**src/e1cp_pkg.sv**
```systemverilog
// Package of register map, field positions, reset values and timing counts
package e1cp_pkg;
   // Register indices; byte address is four times the index
   localparam logic [5:0] IDX_CONFIG = 6'h10;
   localparam logic [5:0] IDX_PULSE_EN = 6'h11;
   localparam logic [5:0] IDX_WORD1 = 6'h1c;
   localparam logic [5:0] IDX_WORD2 = 6'h1d;
   localparam logic [5:0] IDX_WORD3 = 6'h1e;
   localparam logic [5:0] IDX_WORD4 = 6'h1f;
   // Configuration control field positions
   localparam int CFG_LINE_STD_BIT = 7;
   localparam int CFG_FE_DIS_BIT = 4;
   localparam int CFG_LOS_THR_BIT = 3;
   localparam int CFG_TEST_SEQ_BIT = 1;
   // Custom pulse enable field positions
   localparam int PEN_CUSTOM_BIT = 3;
   // Pulse word magnitude field
   localparam int MAG_W = 7;
   localparam int REG_W = 8;
   localparam int PHASES = 4;
   // Reset values
   localparam logic [7:0] CONFIG_RST = 8'h80;
   localparam logic [7:0] PULSE_EN_RST = 8'h80;
   localparam logic [7:0] WORD_RST = 8'h00;
   // Clock and backplane timing
   localparam int CLK_PERIOD_PS = 4000;
   localparam int BCLK_FREQ_KHZ = 2048;
   localparam int BCLK_HALF_CYC = 1000000000 / (2 * BCLK_FREQ_KHZ * CLK_PERIOD_PS);
   // Pin synchroniser depth
   localparam int SYNC_STAGES = 3;
   // Pulse template ROM: eight build-out settings by four phases
   localparam int ROM_DEPTH = 32;
   localparam logic [6:0] ROM_TEMPLATE [0:31] = '{
      7'h20, 7'h40, 7'h30, 7'h08, 7'h24, 7'h44, 7'h34, 7'h0a,
      7'h28, 7'h48, 7'h38, 7'h0c, 7'h2c, 7'h4c, 7'h3c, 7'h0e,
      7'h18, 7'h30, 7'h24, 7'h06, 7'h1c, 7'h34, 7'h28, 7'h07,
      7'h20, 7'h38, 7'h2c, 7'h08, 7'h24, 7'h3c, 7'h30, 7'h09};
endpackage

```
**src/e1cp_rom_if.sv**
```systemverilog
// Interface between pulse shaper and template ROM
`timescale 1ns/100ps
interface e1cp_rom_if;
   logic [4:0] addr;
   logic [6:0] data;
   modport requester (output addr, input data);
   modport rom (input addr, output data);
endinterface

```
**src/e1cp_config_regs.sv**
```systemverilog
// E1 configuration and custom pulse register bank with line pin timing
//
// Contract
// [RULE1] Bit 7 of configuration control high puts the device in E1 mode.
// [RULE2] Bit 4 low enables the line front-end, high gives framer-only operation.
// [RULE3] In framer-only mode receive line data is sampled on each extracted clock rise.
// [RULE4] In framer-only mode transmit line data is launched on each backplane clock rise.
// [RULE5] Bit 3 low sets the loss threshold to 40 dB below nominal, high to 20 dB.
// [RULE6] Bit 1 high routes the milliwatt sequence to test channels, low the PRBS path.
// [RULE7] Software writes zero to the reserved config, enable and pulse word bits.
// [RULE8] Software keeps enable bit 7 at one and bits 6-4 at zero.
// [RULE9] With custom pulse select low, marks use ROM templates chosen by build-out.
// [RULE10] With custom pulse select high, each of four phases uses its pulse word.
// [RULE11] Pulse word 1 bits 6-0 set the first phase magnitude, larger is louder.
// [RULE12] Pulse word 2 bits 6-0 set the second phase magnitude, larger is louder.
// [RULE13] Pulse word 3 at 0x1e bits 6-0 set the third phase magnitude.
// [RULE14] Pulse word 4 at 0x1f bits 6-0 set the fourth phase magnitude.
// [RULE15] All registers are eight bits and read back; pulse words are idle when unselected.
//
// The implementer's own choice: the APB register port.
`timescale 1ns/100ps
module e1cp_config_regs #(
   parameter int ADDR_W = 8,
   parameter int BCLK_HALF = e1cp_pkg::BCLK_HALF_CYC
) (
   input wire logic pclk,
   input wire logic presetn,
   input wire logic psel,
   input wire logic penable,
   input wire logic pwrite,
   input wire logic [ADDR_W-1:0] paddr,
   input wire logic [31:0] pwdata,
   input wire logic [3:0] pstrb,
   output logic [31:0] prdata,
   output logic pready,
   output logic pslverr,
   output logic e1_mode,
   output logic line_frontend_disable,
   output logic loss_threshold_20db,
   output logic milliwatt_select,
   output logic prbs_select,
   output logic custom_pulse_select,
   input wire logic [2:0] line_build_out,
   input wire logic mark_active,
   input wire logic [1:0] mark_phase,
   output logic [6:0] driver_magnitude,
   input wire logic extracted_line_clock,
   input wire logic line_rx_pos,
   input wire logic line_rx_neg,
   output logic rx_pos_data,
   output logic rx_neg_data,
   output logic rx_strobe,
   input wire logic tx_pos_data,
   input wire logic tx_neg_data,
   output logic tx_take,
   output logic backplane_clock_out,
   output logic line_tx_pos,
   output logic line_tx_neg
);
   localparam int SYNC_N = e1cp_pkg::SYNC_STAGES;
   localparam int REG_W = e1cp_pkg::REG_W;
   localparam int MAG_W = e1cp_pkg::MAG_W;
   localparam int CNT_W = $clog2(BCLK_HALF + 1);

   // Register bank state
   logic [REG_W-1:0] config_r;
   logic [REG_W-1:0] config_nxt;
   logic [REG_W-1:0] pulse_en_r;
   logic [REG_W-1:0] pulse_en_nxt;
   logic [REG_W-1:0] word_r [e1cp_pkg::PHASES];
   logic [REG_W-1:0] word_nxt [e1cp_pkg::PHASES];
   logic [31:0] prdata_r;
   logic [31:0] prdata_nxt;

   // Decode helpers
   logic [5:0] idx;
   logic aligned;
   logic mapped;
   logic wr_en;
   logic rd_setup;
   logic [REG_W-1:0] rd_value;

   // Pulse shaping state
   logic mark_d_r;
   logic mark_d_nxt;
   logic [1:0] phase_d_r;
   logic [1:0] phase_d_nxt;
   logic [MAG_W-1:0] mag_r;
   logic [MAG_W-1:0] mag_nxt;
   e1cp_rom_if rom_bus ();

   // Receive pin state
   logic [SYNC_N-1:0] rclk_sync_r;
   logic [SYNC_N-1:0] rclk_sync_nxt;
   logic [SYNC_N-1:0] rpos_sync_r;
   logic [SYNC_N-1:0] rpos_sync_nxt;
   logic [SYNC_N-1:0] rneg_sync_r;
   logic [SYNC_N-1:0] rneg_sync_nxt;
   logic rclk_lvl_r;
   logic rclk_lvl_nxt;
   logic rx_pos_r;
   logic rx_pos_nxt;
   logic rx_neg_r;
   logic rx_neg_nxt;
   logic rx_stb_r;
   logic rx_stb_nxt;
   logic rclk_rise;

   // Transmit pin state
   logic [CNT_W-1:0] bcnt_r;
   logic [CNT_W-1:0] bcnt_nxt;
   logic bclk_r;
   logic bclk_nxt;
   logic tx_pos_r;
   logic tx_pos_nxt;
   logic tx_neg_r;
   logic tx_neg_nxt;
   logic tx_take_r;
   logic tx_take_nxt;
   logic bclk_rise;

   // APB address decode; zero-wait slave
   always_comb begin
      idx = paddr[7:2];
      aligned = (paddr[1:0] == 2'b00);
      mapped = 1'b0;
      if (aligned) begin
         unique case (idx)
            e1cp_pkg::IDX_CONFIG, e1cp_pkg::IDX_PULSE_EN,
            e1cp_pkg::IDX_WORD1, e1cp_pkg::IDX_WORD2,
            e1cp_pkg::IDX_WORD3, e1cp_pkg::IDX_WORD4: mapped = 1'b1;
            default: mapped = 1'b0;
         endcase
      end
      wr_en = psel && penable && pwrite && mapped && pstrb[0];
      rd_setup = psel && !penable && !pwrite;
   end

   assign pready = 1'b1;
   assign pslverr = psel && penable && !mapped;

   // Read-back mux, all eight bits as stored
   always_comb begin
      rd_value = '0;
      if (aligned) begin
         unique case (idx)
            e1cp_pkg::IDX_CONFIG: rd_value = config_r; // RULE15
            e1cp_pkg::IDX_PULSE_EN: rd_value = pulse_en_r; // RULE15
            e1cp_pkg::IDX_WORD1: rd_value = word_r[0];
            e1cp_pkg::IDX_WORD2: rd_value = word_r[1];
            e1cp_pkg::IDX_WORD3: rd_value = word_r[2];
            e1cp_pkg::IDX_WORD4: rd_value = word_r[3];
            default: rd_value = '0;
         endcase
      end
   end

   // Register writes and read data capture
   always_comb begin
      config_nxt = config_r;
      pulse_en_nxt = pulse_en_r;
      word_nxt = word_r;
      prdata_nxt = prdata_r;
      if (wr_en) begin
         // Reserved bits stored as written; software keeps them legal
         unique case (idx)
            e1cp_pkg::IDX_CONFIG: config_nxt = pwdata[7:0]; // RULE7
            e1cp_pkg::IDX_PULSE_EN: pulse_en_nxt = pwdata[7:0]; // RULE8
            e1cp_pkg::IDX_WORD1: word_nxt[0] = pwdata[7:0]; // RULE11
            e1cp_pkg::IDX_WORD2: word_nxt[1] = pwdata[7:0]; // RULE12
            e1cp_pkg::IDX_WORD3: word_nxt[2] = pwdata[7:0]; // RULE13
            e1cp_pkg::IDX_WORD4: word_nxt[3] = pwdata[7:0]; // RULE14
            default: config_nxt = config_r;
         endcase
      end
      if (rd_setup) begin
         prdata_nxt = {24'h000000, rd_value};
      end else if (psel && penable) begin
         prdata_nxt = prdata_r;
      end else begin
         prdata_nxt = 32'h00000000;
      end
   end

   // Register bank flops
   always_ff @(posedge pclk or negedge presetn) begin
      if (!presetn) begin
         config_r <= e1cp_pkg::CONFIG_RST;
         pulse_en_r <= e1cp_pkg::PULSE_EN_RST;
         for (int i = 0; i < e1cp_pkg::PHASES; i++) begin
            word_r[i] <= e1cp_pkg::WORD_RST;
         end
         prdata_r <= 32'h00000000;
      end else begin
         config_r <= config_nxt;
         pulse_en_r <= pulse_en_nxt;
         word_r <= word_nxt;
         prdata_r <= prdata_nxt;
      end
   end

   assign prdata = prdata_r;

   // Mode outputs decoded from configuration control and custom pulse enable
   assign e1_mode = config_r[e1cp_pkg::CFG_LINE_STD_BIT]; // RULE1
   assign line_frontend_disable = config_r[e1cp_pkg::CFG_FE_DIS_BIT]; // RULE2
   assign loss_threshold_20db = config_r[e1cp_pkg::CFG_LOS_THR_BIT]; // RULE5
   assign milliwatt_select = config_r[e1cp_pkg::CFG_TEST_SEQ_BIT]; // RULE6
   assign prbs_select = !config_r[e1cp_pkg::CFG_TEST_SEQ_BIT]; // RULE6
   assign custom_pulse_select = pulse_en_r[e1cp_pkg::PEN_CUSTOM_BIT];

   // Template ROM, addressed by build-out and phase
   assign rom_bus.addr = {line_build_out, mark_phase}; // RULE9

   e1cp_template_rom #(
      .DEPTH(e1cp_pkg::ROM_DEPTH)
   ) u_rom (
      .pclk(pclk),
      .presetn(presetn),
      .rom_port(rom_bus)
   );

   // Phase magnitude select; both paths take two cycles
   always_comb begin
      mark_d_nxt = mark_active && !line_frontend_disable;
      phase_d_nxt = mark_phase;
      mag_nxt = '0;
      if (mark_d_r) begin
         if (custom_pulse_select) begin
            mag_nxt = word_r[phase_d_r][MAG_W-1:0]; // RULE10
         end else begin
            mag_nxt = rom_bus.data; // RULE9 RULE15
         end
      end
   end

   // Pulse shaping flops
   always_ff @(posedge pclk or negedge presetn) begin
      if (!presetn) begin
         mark_d_r <= 1'b0;
         phase_d_r <= 2'b00;
         mag_r <= '0;
      end else begin
         mark_d_r <= mark_d_nxt;
         phase_d_r <= phase_d_nxt;
         mag_r <= mag_nxt;
      end
   end

   assign driver_magnitude = mag_r;

   // Receive pins: three-stage sync, filtered clock edge
   always_comb begin
      rclk_sync_nxt = {rclk_sync_r[SYNC_N-2:0], extracted_line_clock};
      rpos_sync_nxt = {rpos_sync_r[SYNC_N-2:0], line_rx_pos};
      rneg_sync_nxt = {rneg_sync_r[SYNC_N-2:0], line_rx_neg};
      rclk_lvl_nxt = rclk_lvl_r;
      rclk_rise = 1'b0;
      if (rclk_sync_r[1] == rclk_sync_r[2]) begin
         rclk_lvl_nxt = rclk_sync_r[2];
         rclk_rise = rclk_sync_r[2] && !rclk_lvl_r;
      end
      rx_pos_nxt = rx_pos_r;
      rx_neg_nxt = rx_neg_r;
      rx_stb_nxt = 1'b0;
      if (rclk_rise && line_frontend_disable) begin
         rx_pos_nxt = rpos_sync_r[2]; // RULE3
         rx_neg_nxt = rneg_sync_r[2]; // RULE3
         rx_stb_nxt = 1'b1;
      end
   end

   // Receive flops
   always_ff @(posedge pclk or negedge presetn) begin
      if (!presetn) begin
         rclk_sync_r <= '0;
         rpos_sync_r <= '0;
         rneg_sync_r <= '0;
         rclk_lvl_r <= 1'b0;
         rx_pos_r <= 1'b0;
         rx_neg_r <= 1'b0;
         rx_stb_r <= 1'b0;
      end else begin
         rclk_sync_r <= rclk_sync_nxt;
         rpos_sync_r <= rpos_sync_nxt;
         rneg_sync_r <= rneg_sync_nxt;
         rclk_lvl_r <= rclk_lvl_nxt;
         rx_pos_r <= rx_pos_nxt;
         rx_neg_r <= rx_neg_nxt;
         rx_stb_r <= rx_stb_nxt;
      end
   end

   assign rx_pos_data = rx_pos_r;
   assign rx_neg_data = rx_neg_r;
   assign rx_strobe = rx_stb_r;

   // Backplane clock divider and transmit launch
   always_comb begin
      bcnt_nxt = bcnt_r + 1'b1;
      bclk_nxt = bclk_r;
      bclk_rise = 1'b0;
      if (bcnt_r == CNT_W'(BCLK_HALF - 1)) begin
         bcnt_nxt = '0;
         bclk_nxt = !bclk_r;
         bclk_rise = !bclk_r;
      end
      tx_pos_nxt = tx_pos_r;
      tx_neg_nxt = tx_neg_r;
      tx_take_nxt = 1'b0;
      if (!line_frontend_disable) begin
         tx_pos_nxt = 1'b0;
         tx_neg_nxt = 1'b0;
      end else if (bclk_rise) begin
         tx_pos_nxt = tx_pos_data; // RULE4
         tx_neg_nxt = tx_neg_data; // RULE4
         tx_take_nxt = 1'b1;
      end
   end

   // Transmit flops
   always_ff @(posedge pclk or negedge presetn) begin
      if (!presetn) begin
         bcnt_r <= '0;
         bclk_r <= 1'b0;
         tx_pos_r <= 1'b0;
         tx_neg_r <= 1'b0;
         tx_take_r <= 1'b0;
      end else begin
         bcnt_r <= bcnt_nxt;
         bclk_r <= bclk_nxt;
         tx_pos_r <= tx_pos_nxt;
         tx_neg_r <= tx_neg_nxt;
         tx_take_r <= tx_take_nxt;
      end
   end

   assign backplane_clock_out = bclk_r;
   assign line_tx_pos = tx_pos_r;
   assign line_tx_neg = tx_neg_r;
   assign tx_take = tx_take_r;
endmodule

```
**src/e1cp_template_rom.sv**
```systemverilog
// Pulse template ROM with registered read data
`timescale 1ns/100ps
module e1cp_template_rom #(
   parameter int DEPTH = e1cp_pkg::ROM_DEPTH
) (
   input wire logic pclk,
   input wire logic presetn,
   e1cp_rom_if.rom rom_port
);
   logic [6:0] data_r;
   logic [6:0] data_nxt;

   // Table lookup
   always_comb begin
      data_nxt = e1cp_pkg::ROM_TEMPLATE[rom_port.addr];
   end

   // Read register
   always_ff @(posedge pclk or negedge presetn) begin
      if (!presetn) begin
         data_r <= 7'h00;
      end else begin
         data_r <= data_nxt;
      end
   end

   assign rom_port.data = data_r;
endmodule

```
**config.mk**
```make
export PLATFORM = sky130hd
export DESIGN_NAME = e1cp_config_regs
export DESIGN_NICKNAME = d
export VERILOG_FILES = /design/src/e1cp_pkg.sv /design/src/e1cp_rom_if.sv /design/src/e1cp_config_regs.sv /design/src/e1cp_template_rom.sv
export SDC_FILE = /design/constraint.sdc
export NUM_CORES = 1
export LEC_CHECK = 0
export ABC_AREA = 1
export BUFFER_PORTS_ARGS = -buffer_cell sky130_fd_sc_hd__clkbuf_2
export CAP_MARGIN = 25
export CORE_ASPECT_RATIO = 1.4
export CORE_MARGIN = 1.5
export CORE_UTILIZATION = 54
export DETAILED_ROUTE_END_ITERATION = 10
export MAX_ROUTING_LAYER = met4
export PLACE_DENSITY = 0.8
export SYNTH_ARGS = -nofsm -noshare
export SYNTH_HDL_FRONTEND = slang
export SYNTH_SLANG_ARGS = --single-unit
```
**constraint.sdc**
```tcl
create_clock -name pclk -period 1.85 [get_ports pclk]
set_clock_uncertainty 0.2 [all_clocks]
set_input_delay 0.0925 -clock pclk [delete_from_list [all_inputs] [get_ports pclk]]
set_output_delay 0.0925 -clock pclk [all_outputs]
set_load 0.02 [all_outputs]
```
# Word-level counts from Yosys, hierarchy flattened

Memories as Yosys holds them, arrays and structs flattened. A register that Yosys moved wholly into a read port is not among the register bits.
Cells that the tools add are included.

ROM bits: 224
Logic and storage cells: 84
Flip-flop bits (word level): 113
Memories kept: 1
Bits of input ports: 60
Output and inout bits: 54

Muxes and demuxes: 21
$lt $le $gt $ge: 1
Reduce and logical (&&, ||, !) cells: 26
Bitwise operators: 2
Equality and inequality tests: 10
Add/sub/neg operators: 1

Memory list:

| memory          | depth | bits a word | read ports | clocked after memory_dff | wr ports | RTL line                | source |
|---|---|---|---|---|---|---|---|
| (no name shown) | 32    | 7           | 1          | 1                        | 0        | e1cp_template_rom.sv:15 | `data_nxt = e1cp_pkg::ROM_TEMPLATE[rom_port.addr];` |

Operators by type and width:

| cell                | number |
|---|---|
| $mux 32             | 2 |
| $pmux 8 s6          | 1 |
| $eq 6x5->1 const B  | 6 |
| $mux 7              | 4 |
| $bmux 8 s2          | 1 |
| $reduce_and 2->1    | 6 |
| $mux 1              | 11 |
| $logic_and 1x1->1   | 10 |
| $logic_not 1->1     | 8 |
| $mux 8              | 1 |
| $add 6x1->6 const B | 1 |
| $eq 6x6->1 const B  | 1 |
| $mux 6              | 1 |
| $not 5->6           | 1 |
| $reduce_or 6->1     | 1 |
| $ge 3x3->1 const B  | 1 |
| $not 2->3           | 1 |
| $logic_not 2->1     | 1 |
| $ne 2x1->1 const B  | 1 |
| $ne 2x2->1 const B  | 1 |
| $eq 1x1->1          | 1 |

# Longest topological paths before layout

Depth in word-level cells: 7
Depth in mapped cells: 10
Depth with buffers taken out: 9

# By module

From an unflattened synthesis, not the netlist that was laid out.

Cells, all modules: 631
Area total of the unflattened synthesis: 5074.9 um2

By module, submodules not included:

| module            | instances | sequential area each (um2) | cells each | area an instance (um2) |
|---|---|---|---|---|
| e1cp_config_regs  | 1         | 2229.6                     | 572        | 4608.2 |
| e1cp_template_rom | 1         | 175.2                      | 59         | 466.7 |

# Worst setup path after synthesis

Ideal clock, no wire load.

Path type: register -> register
Start: register bcnt_r[0]
End: register tx_neg_r (netlist: line_tx_neg)
Cell stages (with the launch flop): 9
Data arrival time: 1.277 ns
Path buffers: 0
Clock period less this slack: 1.543 ns
Setup time: 0.066 ns
Required time: 1.584 ns
Setup slack: 0.307 ns
Cells stage by stage: dfrtp_1 inv_1 ha_1 nand3_1 nor2_1 nand2_1 nor2_1 nand2_1 nand2_1

Longest elaborated chain between the ends: 3

RTL lines:

| item                   | RTL line                | source |
|---|---|---|
| from (decl)            | e1cp_config_regs.sv:110 | `logic [CNT_W-1:0] bcnt_r;` |
| from (signal assigned) | e1cp_config_regs.sv:330 | `bcnt_r <= bcnt_nxt;` |
| $eq 6x6->1             | e1cp_config_regs.sv:303 | `if (bcnt_r == CNT_W'(BCLK_HALF - 1)) begin` |
| $mux 1                 | e1cp_config_regs.sv:303 |  |
| $ne 2x1->1 (no line)   | -                       |  |
| to (signal assigned)   | e1cp_config_regs.sv:333 | `tx_neg_r <= tx_neg_nxt;` |
| to (decl)              | e1cp_config_regs.sv:116 | `logic tx_neg_r;` |

No other way between the ends.
A chain may end at the register's enable or synchronous reset.

# Final worst setup path

Start: register phase_d_r[1]
End: register mag_r[1] (netlist: driver_magnitude[1])

Longest elaborated chain between the ends: 6

RTL lines:

| item                                      | RTL line                | source |
|---|---|---|
| from (decl)                               | e1cp_config_regs.sv:86  | `logic [1:0] phase_d_r;` |
| from (signal assigned)                    | e1cp_config_regs.sv:245 | `phase_d_r <= phase_d_nxt;` |
| $not 2->3 (not written as such)           | e1cp_config_regs.sv:230 | `mag_nxt = word_r[phase_d_r][MAG_W-1:0];` |
| $bmux 8 s2                                | e1cp_config_regs.sv:230 |  |
| $mux 7 (not written as such) (2 in a row) | e1cp_config_regs.sv:230 |  |
| $mux 7                                    | e1cp_config_regs.sv:229 | `if (custom_pulse_select) begin` |
| $mux 7                                    | e1cp_config_regs.sv:228 | `if (mark_d_r) begin` |
| net mag_nxt[1]                            | e1cp_config_regs.sv:89  | `logic [MAG_W-1:0] mag_nxt;` |
| to (signal assigned)                      | e1cp_config_regs.sv:246 | `mag_r <= mag_nxt;` |
| to (decl)                                 | e1cp_config_regs.sv:88  | `logic [MAG_W-1:0] mag_r;` |

The timed path passes the listed nets, and every way through them passes these cells. The select of a mux whose other input is x is not followed.

==> key figures <==
Outcome
  – Status: completed

Placement
  – PortBufs: 61
  – Post-DP Area: 0.005473 mm2
  – Placer Congestion: 0.9825
  – DP Wirelength: 8242 um

Layout
  – Final #Nets: 794
  – Leading cell type in the layout, fill and taps excluded: nand2_1
  – Share of cells above drive strength 1: 0.1808
  – Cell area after layout: 0.006037 mm2
  – Area grow syn2layout: 19.76%
  – FF+latch area: 0.002405 mm2
  – Footprint of the multi-input gates: 0.002241 mm2
  – Most frequent cells in the layout: 174 x nand2_1, 94 x dfrtp_1, 79 x nor2_1
  – Ant diodes: 0
  – Number of fillers in the final layout: 735

Power and ir drop
  – VDD IR-drop max: 0.0006540 V
  – Pleak: 3.292 nW
  – Total power: 4.360 mW
  – Power density over the cells: 722.2 mW/mm2

Die
  – Die X: 84.66 um
  – Row count: 41
  – Core Area: 0.009029 mm2
  – Die ar.: 0.009932 mm2
  – Die Height: 117.3 um
  – Starting Density: 0.5583
  – Io pins: 114

Synth
  – Synth area leaders: dfrtp_1 47%, nand2_1 13%, nand4_1 6.0%
  – Yosys top cell by area: dfrtp_1
  – Area share of the largest cell type after synthesis: 0.4666
  – Post-Synthesis Cells: 623
  – Synthesized area: 0.005041 mm2
  – Avg Inst Size Synth: 8.092 um2
  – Sequential-to-total area share from yosys stat: 0.4770
  – Synth Register Bits: 96
  – Yosys Warn Count: 0
  – Netlist cell types: 32

Critical path
  – Worst setup path start: phase_d_r[1]$_DFF_PN0_
  – Critical path cell sequence: o21ai_0, o21ai_0, o21ai_0, inv_1
  – CP Class: reg -> reg
  – Crit path capture: driver_magnitude[1]$_DFF_PN0_
  – Worst Path Required: 1.94 ns
  – Critical Path AT: 1.75 ns
  – Reg2Reg Setup Slack: 0.19 ns
  – CP Max Fanout: 14
  – FF-to-FF path depth: 4
  – Critical Path Max Stage Delay: 0.61 ns
  – Reg2Reg Launch Point: phase_d_r[1]$_DFF_PN0_
  – Critical-path top delay cell: dfrtp_1
  – Worst Setup Start Kind: flop
  – CP Capture Type: flop
  – Reg-to-reg endpoint: driver_magnitude[1]$_DFF_PN0_
  – Most frequent CP cell: o21ai_0

CTS
  – Clock Sinks: 96
  – Reg clk slew, reported paths: 0.07 ns
  – CTS buffer count: 9
  – Clock tree buffer depth: 2
  – Max H-tree Level: 3
  – CTS tree: built
  – Worst-Skew Late Latency: 0.35 ns
  – Cts repair resizes: 0
  – Root buffer cell: clkbuf_16

GRT
  – Via count of the first global-routing pass: 4199
  – Tot GR Track Use: 0.2519
  – First-pass GRT wire length: 19620 um
  – Largest net degree at the start of global routing: 50
  – Initial antenna violation count: 0
  – GR Overflow Total: 0

Timing
  – Unrepaired setup endpoints after global routing: false
  – Final Critical Period: 1.662 ns
  – Least-Margin Pin Slew: 0.5374 ns
  – # setup viols final: 0
  – Final Cycle Share: 0.8982
  – Rel. slew slack: 0.6417
  – Max Transition Viols Final: 0
  – Achievable Freq: 0.6018 GHz
  – Final Hold Vio Count: 0
  – Setup tns final: 0 ns

Detailed routing
  – Max layer used: met4
  – WL met3: 477 um
  – DRT met1 WL: 4617 um
  – First DRT Iteration DRCs: 372
  – Drt drc: 0
  – Met2 Wirelength: 6325 um
  – Wirelength per Cell: 14.05 um
  – Routed via count: 4456
  – Vias/cell: 5.324
  – 1st-pass router iterations: 5
  – Post-Route WL: 11760 um
  – Antenna viol nets, final: 0

Run
  – Max Cap Viol: 0

Worst hold path
  – HP Class: in -> reg
## power breakdown
| group | switching, mW | internal (mW) | leakage, nW |
|---|---|---|---|
| clock | 0.844 | 0.941 | 0.141 |
| combinational | 0.290 | 0.136 | 1.88 |
| sequential | 0.0160 | 2.13 | 1.28 |
## sequential cells by signal (all words and copies together) (netlist names), 2 cells and up
register / cells
rpos_sync_r: 3
u_rom.rom_port.data: 7
bcnt_r: 6
config_r: 8
driver_magnitude: 7
rclk_sync_r: 3
pulse_en_r: 8
word_r: 32
prdata: 8
rneg_sync_r: 3
phase_d_r: 2
## how the worst min path moves through the flow
stage / start / endpoint / slack, ns / cells past startpoint
after CTS: paddr[0] / pulse_en_r[7]$_DFFE_PN1P_ / 0.001 / 5
final: paddr[0] / pulse_en_r[7]$_DFFE_PN1P_ / 0.002 / 5
after global placement: presetn / rx_neg_data$_DFFE_PN0P_ / -0.10 / 1
after detailed placement: presetn / rx_pos_data$_DFFE_PN0P_ / -0.09 / 1
after floorplan: presetn / backplane_clock_out$_DFFE_PN0N_ / -0.40 / 0
after global routing: paddr[0] / pulse_en_r[0]$_DFFE_PN0P_ / 0.02 / 5
## worst max-delay path, delay by kind of cell (launching register included)
family          cells  cell delay, ns
compound gates      3            0.72
flops               1            0.61
buf+inv             1            0.07
## final cells by class
type	instances	share of cell area
well taps	107	0.02218
inverters	54	0.03358
flip-flops and latches	96	0.3983
clock inverters	7	0.01098
clock buffers	9	0.03731
multi-input cells	454	0.3712
repair buffers	110	0.1264
## Yosys cell counts
cell      number
nor3_1         4
nor3b_1        2
nor2_4        10
ha_1           9
clkbuf_1       8
nor2_2         2
and3_1         1
nor2_1        79
nand3_1       37
buf_1          1
nand4_4        3
buf_6          2
nand2_2        2
maj3_1         1
a21oi_4        1
inv_2          6
nor2_8         1
dfrtp_1       94
inv_1         48
o21ai_0       39
nand2_4        1
nand4_1       48
dfstp_2        2
nand2_1      174
buf_4         27
conb_1         2
o22ai_1        1
nand4_2        3
a21oi_1        9
xnor2_1        1
buf_2          4
a31oi_1        1
## stage by stage
step / cells / hold slack, ns / utilization / setup slack, ns
3_3_place_gp: 793 / -0.1035 / 0.6062 / 0.2603
6_report: 837 / 0.001634 / 0.6687 / 0.1883
2_1_floorplan: 646 / -0.4031 / - / 0.3066
4_1_cts: 834 / 0.001079 / 0.6662 / 0.08768
5_1_grt: 837 / 0.02254 / 0.6687 / 0.08668
3_5_place_dp: 793 / -0.09309 / 0.6062 / 0.2413
## metal layers
metal  vias to the layer above  GRT usage
li1                       2188          -
met1                      2096     0.2949
met2                       147     0.4390
met3                        25    0.02393
met4                         0     0.1058
met5                         -          -
## cell families (layout without fill, tap and decap cells)
logic type,Yosys count,count (layout),synth area share
buffers and inverters,96,180,0.09555
AO/OA/AOI/OAI,51,51,0.05337
XOR/XNOR,1,1,0.001738
other,2,25,0.001490
AND/OR/NAND/NOR,367,367,0.3465
adder cells (fa/ha/maj),10,10,0.02432
flip-flops,96,96,0.4770
## timing repair
item / in CTS / in global routing
buffers inserted: 0 / 3
setup endpoints to repair: 0 / 9
hold buffers: 25 / 0
endpoints found under the hold margin: 165 / 0
No activity file was read; power rests on OpenSTA's default activity.
